File: src/verilog/csbu_pkg.sv
// csbu_pkg: shared constants and carrier types for the compare / skip / branch unit.
// assumes a 16-bit word-addressed program counter and 8-bit working registers.
`default_nettype none
package csbu_pkg;

    // widths
    localparam int unsigned DATA_W = 8;
    localparam int unsigned PC_W = 16;
    localparam int unsigned OFFS_W = 7;
    localparam int unsigned CYC_W = 2;

    // status flag bit positions
    localparam logic [2:0] FLG_C = 3'h0;
    localparam logic [2:0] FLG_Z = 3'h1;
    localparam logic [2:0] FLG_N = 3'h2;
    localparam logic [2:0] FLG_V = 3'h3;
    localparam logic [2:0] FLG_S = 3'h4;
    localparam logic [2:0] FLG_H = 3'h5;

    // cycle counts per outcome
    localparam logic [CYC_W-1:0] CYC_CMP = 2'h1;
    localparam logic [CYC_W-1:0] CYC_BR_NOT_TAKEN = 2'h1;
    localparam logic [CYC_W-1:0] CYC_BR_TAKEN = 2'h2;
    localparam logic [CYC_W-1:0] CYC_NO_SKIP = 2'h1;
    localparam logic [CYC_W-1:0] CYC_SKIP_ONE_WORD = 2'h2;
    localparam logic [CYC_W-1:0] CYC_SKIP_TWO_WORD = 2'h3;

    // program counter steps
    localparam logic [PC_W-1:0] PC_STEP = 16'h0001;
    localparam logic [PC_W-1:0] PC_SKIP_ONE_WORD = 16'h0002;
    localparam logic [PC_W-1:0] PC_SKIP_TWO_WORD = 16'h0003;

    // register map (byte addresses)
    localparam logic [7:0] REG_CTRL = 8'h00;
    localparam logic [7:0] REG_FLAGS = 8'h04;
    localparam logic [7:0] REG_LAST = 8'h08;
    localparam logic [7:0] REG_COUNT = 8'h0c;

    // register fields and reset values
    localparam int unsigned CTRL_EN_BIT = 0;
    localparam logic CTRL_EN_RST = 1'b1;
    localparam logic [DATA_W-1:0] FLAGS_RST = 8'h00;
    localparam int unsigned LAST_TAKEN_BIT = 16;
    localparam int unsigned LAST_CYC_LSB = 17;

    typedef enum logic [4:0] {
        OP_CMP,
        OP_CMP_CARRY,
        OP_CMP_IMM,
        OP_SKIP_REG_BIT_CLEAR,
        OP_SKIP_REG_BIT_SET,
        OP_SKIP_IO_BIT_CLEAR,
        OP_SKIP_IO_BIT_SET,
        OP_BRANCH_FLAG_SET,
        OP_BRANCH_FLAG_CLEAR,
        OP_BRANCH_EQUAL,
        OP_BRANCH_NOT_EQUAL,
        OP_BRANCH_CARRY_SET,
        OP_BRANCH_CARRY_CLEAR,
        OP_BRANCH_SAME_OR_HIGHER,
        OP_BRANCH_LOWER,
        OP_BRANCH_MINUS,
        OP_BRANCH_PLUS,
        OP_BRANCH_SIGNED_GE,
        OP_BRANCH_SIGNED_LT
    } csbu_op_t;

    // request from the instruction decoder; opnd carries Rr or the immediate
    typedef struct packed {
        csbu_op_t op;
        logic [DATA_W-1:0] rd;
        logic [DATA_W-1:0] opnd;
        logic [DATA_W-1:0] io;
        logic [2:0] bit_sel;
        logic [2:0] flag_sel;
        logic [OFFS_W-1:0] offs;
        logic two_word;
        logic [PC_W-1:0] pc;
    } csbu_req_t;

    // result towards the program counter
    typedef struct packed {
        logic done;
        logic pc_load;
        logic taken;
        logic [PC_W-1:0] pc_next;
    } csbu_res_t;

    typedef struct packed {
        logic psel;
        logic penable;
        logic pwrite;
        logic [7:0] paddr;
        logic [31:0] pwdata;
    } csbu_apb_req_t;

    typedef struct packed {
        logic pready;
        logic pslverr;
        logic [31:0] prdata;
    } csbu_apb_rsp_t;

endpackage
`default_nettype wire

File: src/verilog/csbu_top.sv
// csbu_top: executes compares, bit-test skips and conditional relative branches.
// assumes the decoder supplies operand values with the request and holds it until ready_o.
//
// What this block does
// - compare subtracts, discards result, sets ZNVCH, 1 cycle
// - skip when register bit clear, pc+2/3
// - skip when register bit set, pc+2/3
// - skip when I/O bit clear, pc+2/3
// - skip when I/O bit set, pc+2/3
// - branch to pc+k+1 when flag s set
// - branch to pc+k+1 when flag s clear
// - carry set/clear branches test carry flag
// - same-or-higher branch taken when carry clear
// - signed ge taken when N xor V zero
// - signed lt taken when N xor V one
//
// Our own choices: the address map and the APB register port.
`default_nettype none
module csbu_top
    import csbu_pkg::*;
(
    // clock and reset
    input wire logic mclk_i,
    input wire logic arst_n_i,
    // instruction request from the decoder
    input wire logic req_valid_i,
    input wire csbu_pkg::csbu_req_t req_i,
    output logic ready_o,
    // result towards the program counter and status flags
    output csbu_pkg::csbu_res_t res_o,
    output logic [csbu_pkg::DATA_W-1:0] flags_o,
    // register bus
    input wire csbu_pkg::csbu_apb_req_t apb_i,
    output csbu_pkg::csbu_apb_rsp_t apb_o
);
    import csbu_pkg::*;

    typedef enum logic {
        ST_IDLE,
        ST_BUSY
    } csbu_state_t;

    // selects the tested status bit; S is rebuilt from N and V so stale S never misleads
    function automatic logic flag_bit(input logic [DATA_W-1:0] f, input logic [2:0] sel);
        logic b;
        b = f[sel];
        if (sel == FLG_S) begin
            b = f[FLG_N] ^ f[FLG_V];
        end
        return b;
    endfunction

    // byte-address decode shared by read and write paths
    function automatic logic reg_hit(input logic [7:0] addr, input logic [7:0] offs);
        return addr == offs;
    endfunction

    csbu_state_t state_r, state_nxt;
    logic [CYC_W-1:0] remain_r, remain_nxt;
    logic ready_r, ready_nxt;
    csbu_res_t res_r, res_nxt, pend_r, pend_nxt;
    logic [DATA_W-1:0] flags_r, flags_nxt;
    logic ctrl_en_r, ctrl_en_nxt;
    logic [31:0] last_r, last_nxt;
    logic [15:0] count_r, count_nxt;
    csbu_apb_rsp_t apb_r, apb_nxt;

    // request decode
    wire accept = req_valid_i & ready_r;
    wire op_cmp = (req_i.op == OP_CMP) | (req_i.op == OP_CMP_CARRY) | (req_i.op == OP_CMP_IMM);
    wire op_skip = (req_i.op == OP_SKIP_REG_BIT_CLEAR) | (req_i.op == OP_SKIP_REG_BIT_SET) |
                   (req_i.op == OP_SKIP_IO_BIT_CLEAR) | (req_i.op == OP_SKIP_IO_BIT_SET);
    wire op_branch = ~op_cmp & ~op_skip;

    // compare datapath: result is only used for flags
    wire carry_in = (req_i.op == OP_CMP_CARRY) ? flags_r[FLG_C] : 1'b0;
    wire [DATA_W-1:0] sub_a = req_i.rd;
    wire [DATA_W-1:0] sub_b = req_i.opnd;
    wire [DATA_W-1:0] diff = sub_a - sub_b - {7'h00, carry_in};
    wire cmp_h = (~sub_a[3] & sub_b[3]) | (sub_b[3] & diff[3]) | (diff[3] & ~sub_a[3]);
    wire cmp_v = (sub_a[7] & ~sub_b[7] & ~diff[7]) | (~sub_a[7] & sub_b[7] & diff[7]);
    wire cmp_n = diff[7];
    wire cmp_c = (~sub_a[7] & sub_b[7]) | (sub_b[7] & diff[7]) | (diff[7] & ~sub_a[7]);
    // the carry variant keeps Z only if it was already set, so multi-byte compares chain
    wire cmp_z = (diff == 8'h00) & ((req_i.op != OP_CMP_CARRY) | flags_r[FLG_Z]);

    // skip tests
    wire reg_bit = req_i.rd[req_i.bit_sel];
    wire io_bit = req_i.io[req_i.bit_sel];
    wire skip_reg_clr = (req_i.op == OP_SKIP_REG_BIT_CLEAR) & ~reg_bit;
    wire skip_reg_set = (req_i.op == OP_SKIP_REG_BIT_SET) & reg_bit;
    wire skip_io_clr = (req_i.op == OP_SKIP_IO_BIT_CLEAR) & ~io_bit;
    wire skip_io_set = (req_i.op == OP_SKIP_IO_BIT_SET) & io_bit;
    wire do_skip = skip_reg_clr | skip_reg_set | skip_io_clr | skip_io_set;

    // branch conditions
    wire sel_bit = flag_bit(flags_r, req_i.flag_sel);
    wire f_c = flags_r[FLG_C];
    wire f_z = flags_r[FLG_Z];
    wire f_n = flags_r[FLG_N];
    wire f_nv = flag_bit(flags_r, FLG_S);
    logic br_take;

    always_comb begin
        case (req_i.op)
            OP_BRANCH_FLAG_SET: br_take = sel_bit;
            OP_BRANCH_FLAG_CLEAR: br_take = ~sel_bit;
            OP_BRANCH_CARRY_SET: br_take = f_c;
            OP_BRANCH_CARRY_CLEAR: br_take = ~f_c;
            OP_BRANCH_SAME_OR_HIGHER: br_take = ~f_c;
            OP_BRANCH_SIGNED_GE: br_take = ~f_nv;
            OP_BRANCH_SIGNED_LT: br_take = f_nv;
            OP_BRANCH_EQUAL: br_take = f_z;
            OP_BRANCH_NOT_EQUAL: br_take = ~f_z;
            OP_BRANCH_LOWER: br_take = f_c;
            OP_BRANCH_MINUS: br_take = f_n;
            OP_BRANCH_PLUS: br_take = ~f_n;
            default: br_take = 1'b0;
        endcase
    end

    wire taken = (op_branch & br_take) | (op_skip & do_skip);

    // target address; k is a signed word offset
    wire [PC_W-1:0] k_ext = {{(PC_W-OFFS_W){req_i.offs[OFFS_W-1]}}, req_i.offs};
    wire [PC_W-1:0] skip_step = req_i.two_word ? PC_SKIP_TWO_WORD : PC_SKIP_ONE_WORD;
    wire [PC_W-1:0] pc_branch = req_i.pc + k_ext + PC_STEP;
    wire [PC_W-1:0] pc_skip = req_i.pc + skip_step;
    wire [PC_W-1:0] pc_seq = req_i.pc + PC_STEP;
    wire [PC_W-1:0] pc_target = (op_branch & br_take) ? pc_branch : (do_skip ? pc_skip : pc_seq);

    // total cycles of this instruction
    wire [CYC_W-1:0] cyc_skip = req_i.two_word ? CYC_SKIP_TWO_WORD : CYC_SKIP_ONE_WORD;
    wire [CYC_W-1:0] cyc_total = op_cmp ? CYC_CMP :
                                 op_skip ? (do_skip ? cyc_skip : CYC_NO_SKIP) :
                                 (br_take ? CYC_BR_TAKEN : CYC_BR_NOT_TAKEN);

    // register bus decode
    wire apb_setup = apb_i.psel & ~apb_i.penable;
    wire apb_wr = apb_i.psel & apb_i.penable & apb_i.pwrite & apb_r.pready;
    wire hit_ctrl = reg_hit(apb_i.paddr, REG_CTRL);
    wire hit_flags = reg_hit(apb_i.paddr, REG_FLAGS);
    wire hit_last = reg_hit(apb_i.paddr, REG_LAST);
    wire hit_count = reg_hit(apb_i.paddr, REG_COUNT);
    wire hit_any = hit_ctrl | hit_flags | hit_last | hit_count;
    wire [31:0] rd_mux = hit_ctrl ? {31'h0, ctrl_en_r} :
                         hit_flags ? {24'h0, flags_r} :
                         hit_last ? last_r :
                         hit_count ? {16'h0, count_r} : 32'h0;

    // sequencing: a one-cycle instruction reports at the accept edge, longer ones later
    always_comb begin
        state_nxt = state_r;
        remain_nxt = remain_r;
        pend_nxt = pend_r;
        res_nxt = res_r;
        res_nxt.done = 1'b0;
        res_nxt.pc_load = 1'b0;
        case (state_r)
            ST_IDLE: begin
                if (accept) begin
                    pend_nxt = '{done: 1'b1, pc_load: 1'b1, taken: taken, pc_next: pc_target};
                    if (cyc_total == CYC_CMP) begin
                        res_nxt = pend_nxt;
                    end else begin
                        state_nxt = ST_BUSY;
                        remain_nxt = CYC_W'(cyc_total - 2'h1);
                    end
                end
            end
            ST_BUSY: begin
                remain_nxt = CYC_W'(remain_r - 2'h1);
                if (remain_r == 2'h1) begin
                    res_nxt = pend_r;
                    state_nxt = ST_IDLE;
                end
            end
            default: state_nxt = ST_IDLE;
        endcase
    end

    assign ready_nxt = (state_nxt == ST_IDLE) & ctrl_en_nxt;

    // flags: compare result wins over a bus write in the same cycle; skips and branches leave them
    always_comb begin
        flags_nxt = flags_r;
        if (apb_wr & hit_flags) begin
            flags_nxt = apb_i.pwdata[DATA_W-1:0];
        end
        if (accept & op_cmp) begin
            flags_nxt[FLG_Z] = cmp_z;
            flags_nxt[FLG_N] = cmp_n;
            flags_nxt[FLG_V] = cmp_v;
            flags_nxt[FLG_C] = cmp_c;
            flags_nxt[FLG_H] = cmp_h;
            flags_nxt[FLG_S] = cmp_n ^ cmp_v;
        end
    end

    assign ctrl_en_nxt = (apb_wr & hit_ctrl) ? apb_i.pwdata[CTRL_EN_BIT] : ctrl_en_r;

    // last-outcome record and a count of taken branches and skips
    always_comb begin
        last_nxt = last_r;
        count_nxt = count_r;
        if (accept) begin
            last_nxt = 32'h0;
            last_nxt[PC_W-1:0] = pc_target;
            last_nxt[LAST_TAKEN_BIT] = taken;
            last_nxt[LAST_CYC_LSB +: CYC_W] = cyc_total;
        end
        // a taken event in the clearing cycle still counts, so no outcome is lost
        if (apb_wr & hit_count) begin
            count_nxt = {15'h0000, accept & taken};
        end else if (accept & taken) begin
            count_nxt = 16'(count_r + 16'h0001);
        end
    end

    // bus answer is prepared in the setup cycle, so every access has zero wait states
    always_comb begin
        apb_nxt = '{pready: 1'b0, pslverr: 1'b0, prdata: 32'h0};
        if (apb_setup) begin
            apb_nxt.pready = 1'b1;
            apb_nxt.pslverr = ~hit_any;
            apb_nxt.prdata = apb_i.pwrite ? 32'h0 : rd_mux;
        end
    end

    always_ff @(posedge mclk_i or negedge arst_n_i) begin
        if (!arst_n_i) begin
            state_r <= ST_IDLE;
            remain_r <= '0;
            ready_r <= 1'b0;
            res_r <= '0;
            pend_r <= '0;
        end else begin
            state_r <= state_nxt;
            remain_r <= remain_nxt;
            ready_r <= ready_nxt;
            res_r <= res_nxt;
            pend_r <= pend_nxt;
        end
    end

    always_ff @(posedge mclk_i or negedge arst_n_i) begin
        if (!arst_n_i) begin
            flags_r <= FLAGS_RST;
            ctrl_en_r <= CTRL_EN_RST;
            last_r <= 32'h0;
            count_r <= 16'h0000;
            apb_r <= '0;
        end else begin
            flags_r <= flags_nxt;
            ctrl_en_r <= ctrl_en_nxt;
            last_r <= last_nxt;
            count_r <= count_nxt;
            apb_r <= apb_nxt;
        end
    end

    assign ready_o = ready_r;
    assign res_o = res_r;
    assign flags_o = flags_r;
    assign apb_o = apb_r;

endmodule
`default_nettype wire
File: config.mk
export PLATFORM = sky130hd
export DESIGN_NAME = csbu_top
export DESIGN_NICKNAME = d
export VERILOG_FILES = /design/src/verilog/csbu_pkg.sv /design/src/verilog/csbu_top.sv
export SDC_FILE = /design/constraint.sdc
export NUM_CORES = 1
export LEC_CHECK = 0
export ABC_AREA = 1
export BUFFER_PORTS_ARGS = -buffer_cell sky130_fd_sc_hd__buf_4
export CAP_MARGIN = 20
export CELL_PAD_IN_SITES_DETAIL_PLACEMENT = 1
export CELL_PAD_IN_SITES_GLOBAL_PLACEMENT = 1
export CORE_MARGIN = 10
export CORE_UTILIZATION = 42
export CTS_BUF_LIST = sky130_fd_sc_hd__clkbuf_8 sky130_fd_sc_hd__clkbuf_16
export CTS_CLUSTER_SIZE = 8
export DETAILED_ROUTE_END_ITERATION = 8
export PLACE_DENSITY_LB_ADDON = 0.1
export REMOVE_ABC_BUFFERS = 1
export SYNTH_ARGS = -nofsm -noshare
export SYNTH_HDL_FRONTEND = slang
export SYNTH_SLANG_ARGS = --single-unit
File: constraint.sdc
create_clock -name mclk_i -period 6.8 [get_ports mclk_i]
set_input_delay 0.68 -clock mclk_i [delete_from_list [all_inputs] [get_ports mclk_i]]
set_output_delay 0.68 -clock mclk_i [all_outputs]
set_load 0.005 [all_outputs]
* Yosys cells after proc, flatten, opt, wreduce, memory -nomap -nowiden
Cells that the tools add are included.
Storage, ports and cells: flip-flop bits (word level) 119, bits of input ports 105
Cells by class: reduce and logical (&&, ||, !) cells 10, multiplexer cells 39, order comparisons 2, bitwise operators 65, equal/unequal tests 29, $add $sub $neg 9
Operators by type and width (count):
- 2-to-1 mux 19 bit | 7
- 2-to-1 mux 16 bit | 5
- adder 16 x 1 -> 16 bit (second input constant) | 3
- equality test 5 x 4 -> 1 bit (second input constant) | 8
- case mux 19 bit (2 select lines) | 1
- 2-to-1 mux 34 bit | 1
- bitwise AND 1 bit | 28
- equality test 5 x 3 -> 1 bit (second input constant) | 4
- OR 1 bit | 18
- NOT 1 bit | 17
- adder 16 bit | 1
- adder 16 x 2 -> 16 bit | 1
- equality test 8 x 4 -> 1 bit (second input constant) | 2
- zero test 8 bit | 2
- equality test 5 bit (second input constant) | 3
- 2-to-1 mux 2 bit | 6
- 2-to-1 mux 6 bit | 2
- 2-to-1 mux 1 bit | 11
- equality test 5 x 2 -> 1 bit (second input constant) | 2
- case mux 1 bit (10 select lines) | 1
- binary-select mux 1 bit (select 3 bit) | 3
- equality test 8 x 3 -> 1 bit (second input constant) | 1
- < comparator 3 x 4 -> 1 bit (second input constant) | 2
- subtractor 8 x 1 -> 8 bit | 1
- other kinds (16) | 24

* Longest topological paths before layout
Gate-level depths: netlist (run 1).
depth after elaboration 16, gate-level depth with buffers 21

* Worst setup path before layout (run 1)
OpenSTA, ideal clock, no wires.
kind input to register, start point input req_i[27] (netlist bit), end point register res_r, in the netlist res_o[14], path slack 3.707 ns, stages 20, data arrival time 2.971 ns, cell sequence buf_4 -> inv_4 -> nand2_1 -> nand3_1 -> nand3_1 -> nand2_1 -> nand2_1 -> nand2_1 -> nand2_2 -> nand2_1 -> ha_1 -> inv_1 -> fa_1 -> nor3_2 -> nand3_1 -> nor2_1 -> xnor2_1 -> nand2_1 -> nand3_1 -> nand2_1
On the way: cells in the longest elaborated chain, start to end 13
RTL lines:
- start: declaration | line csbu_top.sv:27 | input wire csbu_pkg::csbu_req_t req_i,
- binary-select mux 1 bit (select 3 bit) | line csbu_top.sv:88 | wire reg_bit = req_i.rd[req_i.bit_sel];
- 2-to-1 mux 1 bit (not written as such) | line csbu_top.sv:88
- NOT 1 bit | line csbu_top.sv:90 | wire skip_reg_clr = (req_i.op == OP_SKIP_REG_BIT_CLEAR) & ~reg_bit;
- bitwise AND 1 bit | line csbu_top.sv:90
- OR 1 bit (2 in series) | line csbu_top.sv:94 | wire do_skip = skip_reg_clr | skip_reg_set | skip_io_clr | skip_io_set;
- OR 1 bit (*) | line csbu_top.sv:94
- 2-to-1 mux 2 bit (2 in series) | line csbu_top.sv:135 | op_skip ? (do_skip ? cyc_skip : CYC_NO_SKIP) :
- 2-to-1 mux 2 bit | line csbu_top.sv:134 | wire [CYC_W-1:0] cyc_total = op_cmp ? CYC_CMP :
- equality test 2 x 1 -> 1 bit | line csbu_top.sv:163 | if (cyc_total == CYC_CMP) begin
- inequality test 2 bit (no line)
- AND reduction 3 bit (no line)
- end signal: assignment | line csbu_top.sv:241 | res_r <= res_nxt;
- end: declaration | line csbu_top.sv:61 | csbu_res_t res_r, res_nxt, pend_r, pend_nxt;
Mark *: on every way between the ends. The rest lies on a longest branch, timed or not. The select of a mux whose other input is x is not followed. A chain may end at the register's enable or synchronous reset.

* Worst setup path in the final report (run 1)
start point register flags_r[2] (netlist: flags_o[2]), end point register res_r, in the netlist res_o[10]
On the way: cells in the longest elaborated chain, start to end 11
RTL lines:
- start: declaration | line csbu_top.sv:62 | logic [DATA_W-1:0] flags_r, flags_nxt;
- start signal: assignment | line csbu_top.sv:254 | flags_r <= flags_nxt;
- binary-select mux 1 bit (select 3 bit) | line csbu_top.sv:46 | b = f[sel];
- 2-to-1 mux 1 bit (not written as such) | line csbu_top.sv:46
- 2-to-1 mux 1 bit | line csbu_top.sv:47 | if (sel == FLG_S) begin
- NOT 1 bit | line csbu_top.sv:107 | OP_BRANCH_FLAG_CLEAR: br_take = ~sel_bit;
- case mux 1 bit (10 select lines) (*) | line csbu_top.sv:105 | case (req_i.op)
- 2-to-1 mux 2 bit | line csbu_top.sv:136 | (br_take ? CYC_BR_TAKEN : CYC_BR_NOT_TAKEN);
- 2-to-1 mux 2 bit | line csbu_top.sv:135
- 2-to-1 mux 2 bit | line csbu_top.sv:134
- equality test 2 x 1 -> 1 bit | line csbu_top.sv:163
- inequality test 2 bit (no line)
- AND reduction 3 bit (no line)
Marked as above.

==> results by group, run 1 <==
Finish
  – Area of the multi-input gates: 3940 um^2
  – Final nets: 1272
  – Most common cell after layout, fill and taps aside: nand2_1
  – Most frequent cells in the layout: nand2_1 (293), buf_4 (131), inv_1 (127)
  – P&R area growth vs syn: 18.9%
  – Diode count: 0
  – Reg area: 2630 um^2
  – Filler instances: 2244
  – Share of layout cells above drive strength 1: 0.150

Synthesis
  – Ys async rst share: 1.00
  – Number of warnings issued by yosys: 0
  – Seq/Total Area, Yosys: 0.361
  – Cell variety after synth: 48
  – Post-Synthesis Cells: 1014
  – Simple-Gate Fraction of Synth Area: 0.316
  – Post-synthesis adder-cell area fraction: 0.0694
  – Mux cell area share after synthesis: 0
  – Synthesis-stage register bit count: 105
  – Largest family of logic cells by synthesized area: simple AND/OR/NAND/NOR gates
  – Post-synthesis compound-gate area fraction: 0.106
  – Mapped cell area: 7290 um^2
  – Post-synth EDFFs: 0
  – Dominant synthesized flop cell: dfrtp_1
  – XOR/XNOR share of the synthesized area: 0.0433
  – Mean Syn Cell Area: 7.19 um^2

Global route
  – Largest net degree at the start of global routing: 68
  – Grt ovf: 0
  – Vias in the first global route: 7383
  – Initial antenna violation count: 0
  – Total GRT Usage: 0.199
  – First-pass GRT wire length: 37400 um

Routing
  – Met2 Wirelength: 10500 um
  – Antenna viol nets, final: 0
  – WL per Instance: 16.5 um
  – Met3 WL: 1080 um
  – Drt total wl: 22500 um
  – Number of vias per cell: 5.20
  – DRT iter0 DRCs: 318
  – Vias: 7067
  – DR pass1 iterations: 4
  – Highest Signal Layer: met4
  – M1 WL: 10700 um
  – Residual DRC count: 0

Clock tree
  – Clk sinks: 105
  – Inserted Clock Buffers: 9
  – Post-CTS Setup Inserts: 0
  – CTS tree: done
  – # hold bufs at CTS: 0
  – Reg clk slew, reported paths: 0.07 ns
  – Clk buf depth: 2
  – Clk root buf: clkbuf_16
  – H-tree levels: 3
  – Later-pin clock latency in the skew report: 0.35 ns
  – Post-CTS sizing: 0

STA
  – Hold slack final: 0.293 ns
  – RSZ-0062 raised after global routing: false
  – Period utilisation layout: 0.598
  – Setup_tns: 0 ns
  – Worst-Margin Slew: 0.923 ns
  – Final Hold Viols: 0
  – Rel. slew slack: 0.381
  – Pins Over Slew Limit: 0
  – Final min period: 4.07 ns
  – Fmax: 246 MHz
  – Final setup violation count: 0
  – Skew final: 0.00912 ns

Place
  – GPL Wtd Cong: 0.855
  – Number of port buffers: 129
  – Post-DP HPWL: 17800 um

Hold path
  – Hold Path Class: in2async

Floorplanning
  – Core box area: 17200 um^2
  – IO Pins: 167
  – Die Ht: 152 um
  – Die ar.: 23000 um^2
  – Row count: 48
  – Die X: 152 um
  – Starting Density: 0.424

Critical path
  – Worst setup path startpoint: flags_o[2]$_DFFE_PN0P_
  – Critical Path AT: 4.32 ns
  – Worst-path fanout max: 20
  – Classification of the worst setup path: reg2reg
  – Setup crit end kind: flop
  – Required time at the worst-slack endpoint: 7.06 ns
  – Worst r2r src: flags_o[2]$_DFFE_PN0P_
  – R2r worst-path depth: 15
  – CP Launch Type: flop

Status
  – Status: completed

Pwr
  – Maximum vdd drop: 0.104 mV
  – Leak: 4.75 nW
  – Pwr Density: 181 nW/um^2

Job
  – Max-Cap Viols: 0
[per-stage QoR]
step / instances / setup slack, ns / util / power (mW) / cell area [um^2]
after floorplan: 987 / 3.82 / - / 0.891 / 7090
after global placement: 1343 / 2.53 / 0.487 / 1.03 / 8360
after detailed placement: 1343 / 2.50 / 0.487 / 1.04 / 8360
after CTS: 1359 / 2.63 / 0.504 / 1.59 / 8660
after global routing: 1359 / 2.29 / 0.504 / 1.67 / 8660
final: 1359 / 2.73 / 0.504 / 1.57 / 8660
[layout make-up]
type                    instances  share of cell area
clock inverters                 7             0.00910
well taps                     225              0.0325
repair buffers                131               0.114
multi-input cells             744               0.455
inverters                     138              0.0601
clock buffers                   9              0.0260
flip-flops and latches        105               0.304
[flip-flops by register name, indices dropped and copies added, names as in the netlist]
| name | cells |
|---|---|
| count_r | 16 |
| last_r | 19 |
| apb_o | 21 |
| ready_o | 1 |
| flags_o | 8 |
| remain_r | 2 |
| ctrl_en_r | 1 |
| res_o | 18 |
| pend_r | 18 |
| state_r | 1 |
[cells in the mapped netlist, types with 2 or more instances]
cell      instances  area share
a21o_1            4      0.0041
a21oi_1          30       0.021
a22oi_1          17       0.018
buf_1             2      0.0010
buf_2             6      0.0041
buf_4            18       0.019
clkbuf_1         11      0.0057
clkinv_1          4      0.0021
dfrtp_1         104        0.36
fa_1              4       0.011
ha_1             34       0.058
inv_1           127       0.065
inv_2             6      0.0031
nand2_1         293        0.15
nand2_2           3      0.0026
nand3_1          96       0.066
nand3b_1          8      0.0082
nand4_1          30       0.026
nor2_1           71       0.037
nor2_2            3      0.0026
nor3_1           11      0.0076
nor4_1            4      0.0034
o211ai_1         15       0.015
o21ai_0          46       0.032
o21ai_1           5      0.0034
o21bai_1          5      0.0052
o31ai_1           2      0.0021
xnor2_1          14       0.017
xor2_1           22       0.026
[power by group]
group	leakage (nW)	internal, mW	switching [mW]	total [mW]
sequential	1.42	0.653	0.0218	0.675
combinational	3.18	0.137	0.217	0.354
clock	0.144	0.290	0.252	0.542
total	4.75	1.08	0.491	1.57
[critical path: stages (launching register included)]
cell and delay [ns]:
dfrtp_1 0.51, inv_1 0.14, nand2_2 0.10, nand3_1 0.07, nand2_1 0.06, nand3_1 0.10, nand2_1 0.08, nand2_1 0.07
nand3_1 0.69, nor2_1 0.20, ha_1 0.28, nand2_1 0.31, clkinv_1 0.35, nor2_2 0.71, a22oi_1 0.15, o21ai_0 0.14
[path summary, 6_finish.rpt]
path / slack (ns) / endpoint
setup / recovery: 2.73 / res_o[10]$_DFFE_PN0P_
hold / removal: 0.29 / apb_o[5]$_DFF_PN0_
setup reg to reg: 2.73 / res_o[10]$_DFFE_PN0P_
hold reg to reg: 0.46 / pend_r[17]$_DFFE_PN0P_
max in group asynchronous: 5.26 / pend_r[2]$_DFFE_PN0P_
min in group mclk_i: 0.46 / pend_r[17]$_DFFE_PN0P_
[logic make-up (layout without fill, tap and decap cells)]
family                   after synthesis  in the layout
AO/OA/AOI/OAI                        130            130
XOR/XNOR                              36             36
adder cells (fa/ha/maj)               38             38
buffers and inverters                177            285
flip-flops                           105            105
other                                  1             13
AND/OR/NAND/NOR                      527            527
[routing by layer]
metal	track usage	vias up
li1	-	3502
met1	0.270	3420
met2	0.328	127
met3	0.0342	18
met4	0.0367	0
met5	0	-
No activity file was read; power rests on OpenSTA's default activity.
==> run 2: changes to the inputs <==
ABC_AREA = 0   (was 1)
CORE_UTILIZATION = 40   (was 42)
clock period = 4.1 ns   (was 6.8 ns; I/O delays follow)
==> run 2 against run 1 <==
Hold slack got worse by 0.046 ns. Clock skew about the same. Critical endpoint is now res_o[4]$_DFFE_PN0P_. Critical path depth decreased by 2. Synthesized cell count decreased by 29%. Final area decreased by 6.5%. Sequential share of layout area increased by 2.1 points. Register-to-register slack got worse by 2.2 ns. Clock-buffer cell count increased by 1. Sequential power increased by 60%. Non-clock buffer count increased by 10. Flip-flop and latch count unchanged. Highest routed layer unchanged.
==> results by group, run 2 <==
Job
  – Max-Cap Viols: 0 (unchanged)

Synthesis
  – XOR/XNOR share of the synthesized area: 0.0621 (was 0.0433)
  – List of most frequent post-synthesis cells: dfrtp_1 (104), nand2_1 (103), nor2_1 (62) (was nand2_1 (293), inv_1 (127), dfrtp_1 (104))
  – Post-synthesis adder-cell area fraction: 0.0763 (was 0.0694)
  – Post-synthesis compound-gate area fraction: 0.140 (was 0.106)
  – Synth area leader: dfrtp_1 (unchanged)
  – Seq/Total Area, Yosys: 0.397 (was 0.361)
  – Largest family of logic cells by synthesized area: simple AND/OR/NAND/NOR gates (unchanged)
  – Ys async rst share: 1.00 (unchanged)
  – Mapped cell area: 6630 um^2 (was 7290 um^2)
  – Simple-Gate Fraction of Synth Area: 0.197 (was 0.316)
  – Top cells by area in the synthesized netlist: dfrtp_1 (39%), ha_1 (6.4%), nand2_1 (5.8%) (was dfrtp_1 (36%), nand2_1 (15%), nand3_1 (6.6%))
  – Synth top area share: 0.393 (was 0.357)
  – Most numerous cell in the Yosys netlist: dfrtp_1 (was nand2_1)
  – Post-Synthesis Cells: 725 (was 1014)
  – Synthesis-stage register bit count: 105 (unchanged)
  – Number of warnings issued by yosys: 0 (unchanged)
  – Dominant synthesized flop cell: dfrtp_1 (unchanged)
  – Mean Syn Cell Area: 9.14 um^2 (was 7.19 um^2)
  – Cell variety after synth: 66 (was 48)
  – Post-synth EDFFs: 0 (unchanged)
  – Mux cell area share after synthesis: 0.0701 (was 0)

Global route
  – Grt ovf: 0 (unchanged)
  – First-pass GRT wire length: 31800 um (was 37400 um)
  – Vias in the first global route: 6199 (was 7383)
  – Total GRT Usage: 0.176 (was 0.199)
  – Initial antenna violation count: 0 (unchanged)
  – Largest net degree at the start of global routing: 53 (was 68)

Routing
  – Number of vias per cell: 5.27 (was 5.20)
  – Antenna viol nets, final: 0 (unchanged)
  – Residual DRC count: 0 (unchanged)
  – DR pass1 iterations: 4 (unchanged)
  – DRT iter0 DRCs: 154 (was 318)
  – WL per Instance: 18.3 um (was 16.5 um)
  – Vias: 5622 (was 7067)
  – Drt total wl: 19600 um (was 22500 um)

STA
  – Final Hold Viols: 0 (unchanged)
  – Skew final: 0.00893 ns (was 0.00912 ns)
  – Setup ws final: 0.527 ns (was 2.73 ns)
  – RSZ-0062 raised after global routing: false (unchanged)
  – Worst-Margin Slew: 0.946 ns (was 0.923 ns)
  – Final setup violation count: 0 (unchanged)
  – Fmax: 280 MHz
  – Rel. slew slack: 0.367 (was 0.381)
  – Setup_tns: 0 ns (unchanged)
  – Final min period: 3.57 ns
  – Period utilisation layout: 0.872
  – Pins Over Slew Limit: 0 (unchanged)

Clock tree
  – CTS tree: done (unchanged)
  – Clk root buf: clkbuf_16 (unchanged)
  – Clk sinks: 105 (unchanged)
  – H-tree levels: 3 (unchanged)
  – Post-CTS Setup Inserts: 0 (unchanged)
  – Reg clk slew, reported paths: 0.07 ns (about the same)
  – Clk buf depth: 2 (unchanged)
  – Later-pin clock latency in the skew report: 0.35 ns (about the same)
  – Inserted Clock Buffers: 9 (unchanged)

Floorplanning
  – Row count: 46 (was 48)
  – Die Ht: 149 um (was 152 um)
  – Starting Density: 0.413 (was 0.424)
  – Core box area: 16100 um^2 (was 17200 um^2)
  – Die ar.: 22100 um^2 (was 23000 um^2)
  – Die X: 149 um (was 152 um)
  – IO Pins: 167 (unchanged)

Pwr
  – Sw frac: 0.279 (was 0.312)
  – Pwr Density: 303 nW/um^2 (was 181 nW/um^2)
  – Leak: 4.00 nW (was 4.75 nW)
  – Maximum vdd drop: 0.198 mV (was 0.104 mV)
  – Combinational power share: 0.196 (was 0.225)
  – Clk network pwr share: 0.364 (was 0.345)
  – Seq pwr share: 0.440 (was 0.430)
  – Psw: 685 uW (was 491 uW)
  – Pint: 1.77 mW (was 1.08 mW)

Place
  – GPL Wtd Cong: 0.819 (was 0.855)
  – # placed instances: 1049 (was 1343)
  – Post-DP HPWL: 15600 um (was 17800 um)
  – Pre-CTS setup slack: 0.129 ns (was 2.50 ns)
  – Number of port buffers: 129 (unchanged)

Finish
  – Largest register FFs: 21 (unchanged)
  – Most frequent cells in the layout: buf_4 (139), dfrtp_1 (104), nand2_1 (103) (was nand2_1 (293), buf_4 (131), inv_1 (127))
  – P&R area growth vs syn: 22.2% (was 18.9%)
  – Final Non-Filler Cells: 1067 (was 1359)
  – Share of layout cells above drive strength 1: 0.213 (was 0.150)
  – Most common cell after layout, fill and taps aside: buf_4 (was nand2_1)
  – Filler instances: 1873 (was 2244)
  – Final nets: 989 (was 1272)
  – Diode count: 0 (unchanged)

Critical path
  – Setup crit end kind: flop (unchanged)
  – Slowest stage cell, crit path: nor2_1 (was nor2_2)
  – Classification of the worst setup path: in2reg (was reg2reg)
  – Number of buffers and inverters on the critical path: 2 (unchanged)
  – Biggest cell delay along the critical path: 0.71 ns (about the same)
  – CP Launch Type: input pin (was flop)
  – Crit-path cells: buf_4 -> mux4_2 -> mux2i_1 -> mux2i_1 -> a211oi_4 -> or2_1 -> and2_1 -> ha_1 -> and2_1 -> nor2_1 -> buf_4 -> a22oi_1 -> o21ai_0 (was inv_1 -> nand2_2 -> nand3_1 -> nand2_1 -> nand3_1 -> nand2_1 -> nand2_1 -> nand3_1 -> nor2_1 -> ha_1 -> nand2_1 -> clkinv_1 -> nor2_2 -> a22oi_1 -> o21ai_0)
  – Critical Path AT: 3.83 ns (was 4.32 ns)
  – Required time at the worst-slack endpoint: 4.36 ns (was 7.06 ns)
  – Top delay family on crit path: simple AND/OR/NAND/NOR gates (unchanged)
  – Worst-path fanout max: 13 (was 20)

Hold path
  – Hold Path Class: in2reg (was in2async)

Status
  – Status: completed (unchanged)
-- run 2: worst paths after layout --
kind	slack (ns)	to	startpoint	depth (start not counted)
min in group asynchronous	0.51	apb_o[0]$_DFF_PN0_	arst_n_i	2
worst max-delay path	0.53	res_o[4]$_DFFE_PN0P_	req_i[27]	13
worst min register to register	0.48	apb_o[18]$_DFF_PN0_	last_r[18]$_DFFE_PN0P_	1
max in group asynchronous	2.63	pend_r[7]$_DFFE_PN0P_	arst_n_i	3
worst max register to register	0.53	res_o[4]$_DFFE_PN0P_	flags_o[3]$_DFFE_PN0P_	12
worst min-delay path	0.25	apb_o[33]$_DFF_PN0_	apb_i[41]	2
-- run 2: area by class of cell --
class                   count  area, um^2  share of cell area
inverters                  39         146              0.0181
multi-input cells         550        3670               0.453
clock inverters             6        71.3             0.00881
flip-flops and latches    105        2630               0.325
well taps                 216         270              0.0334
clock buffers              10         239              0.0295
repair buffers            141        1070               0.132
-- run 2: repair_timing --
item                                    in CTS  in global routing
endpoints found under the hold margin       27                  0
gates resized for setup                      0                  0
endpoints found under the setup margin       0                  0
hold buffers                                 1                  0
-- run 2: kinds of logic after synthesis --
| kind of cell | after synthesis |
|---|---|
| simple gates | 270 |
| compound gates | 144 |
| flops | 105 |
| buf+inv | 82 |
| xor+xnor | 47 |
| fa+ha+maj | 38 |
| mux | 38 |
| other cells | 1 |
-- run 2: power by group through the flow --
stage / Clock (mW) / Sequential, mW / Combinational (mW)
after floorplan: 0 / 1.09 / 0.276
after global placement: 0 / 1.10 / 0.456
after detailed placement: 0 / 1.10 / 0.484
after CTS: 0.910 / 1.08 / 0.487
after global routing: 0.956 / 1.08 / 0.545
final: 0.893 / 1.08 / 0.482
-- run 2: through the flow --
step                hold slack [ns]  power (mW)  area, um^2  utilization
CTS                           0.239        2.48        8080        0.503
global placement              0.342        1.55        7760        0.483
detailed placement            0.350        1.58        7760        0.483
finish                        0.247        2.46        8090        0.504
floorplan                     0.114        1.37        6440            -
global route                  0.247        2.58        8090        0.504
-- run 2: routing by layer --
layer	vias to the layer above	wire [um]	global-route usage
li1	2731	-	-
met2	92	9860	0.307
met4	0	319	0.0550
met5	-	0	0
met3	22	775	0.0252
met1	2777	8600	0.220
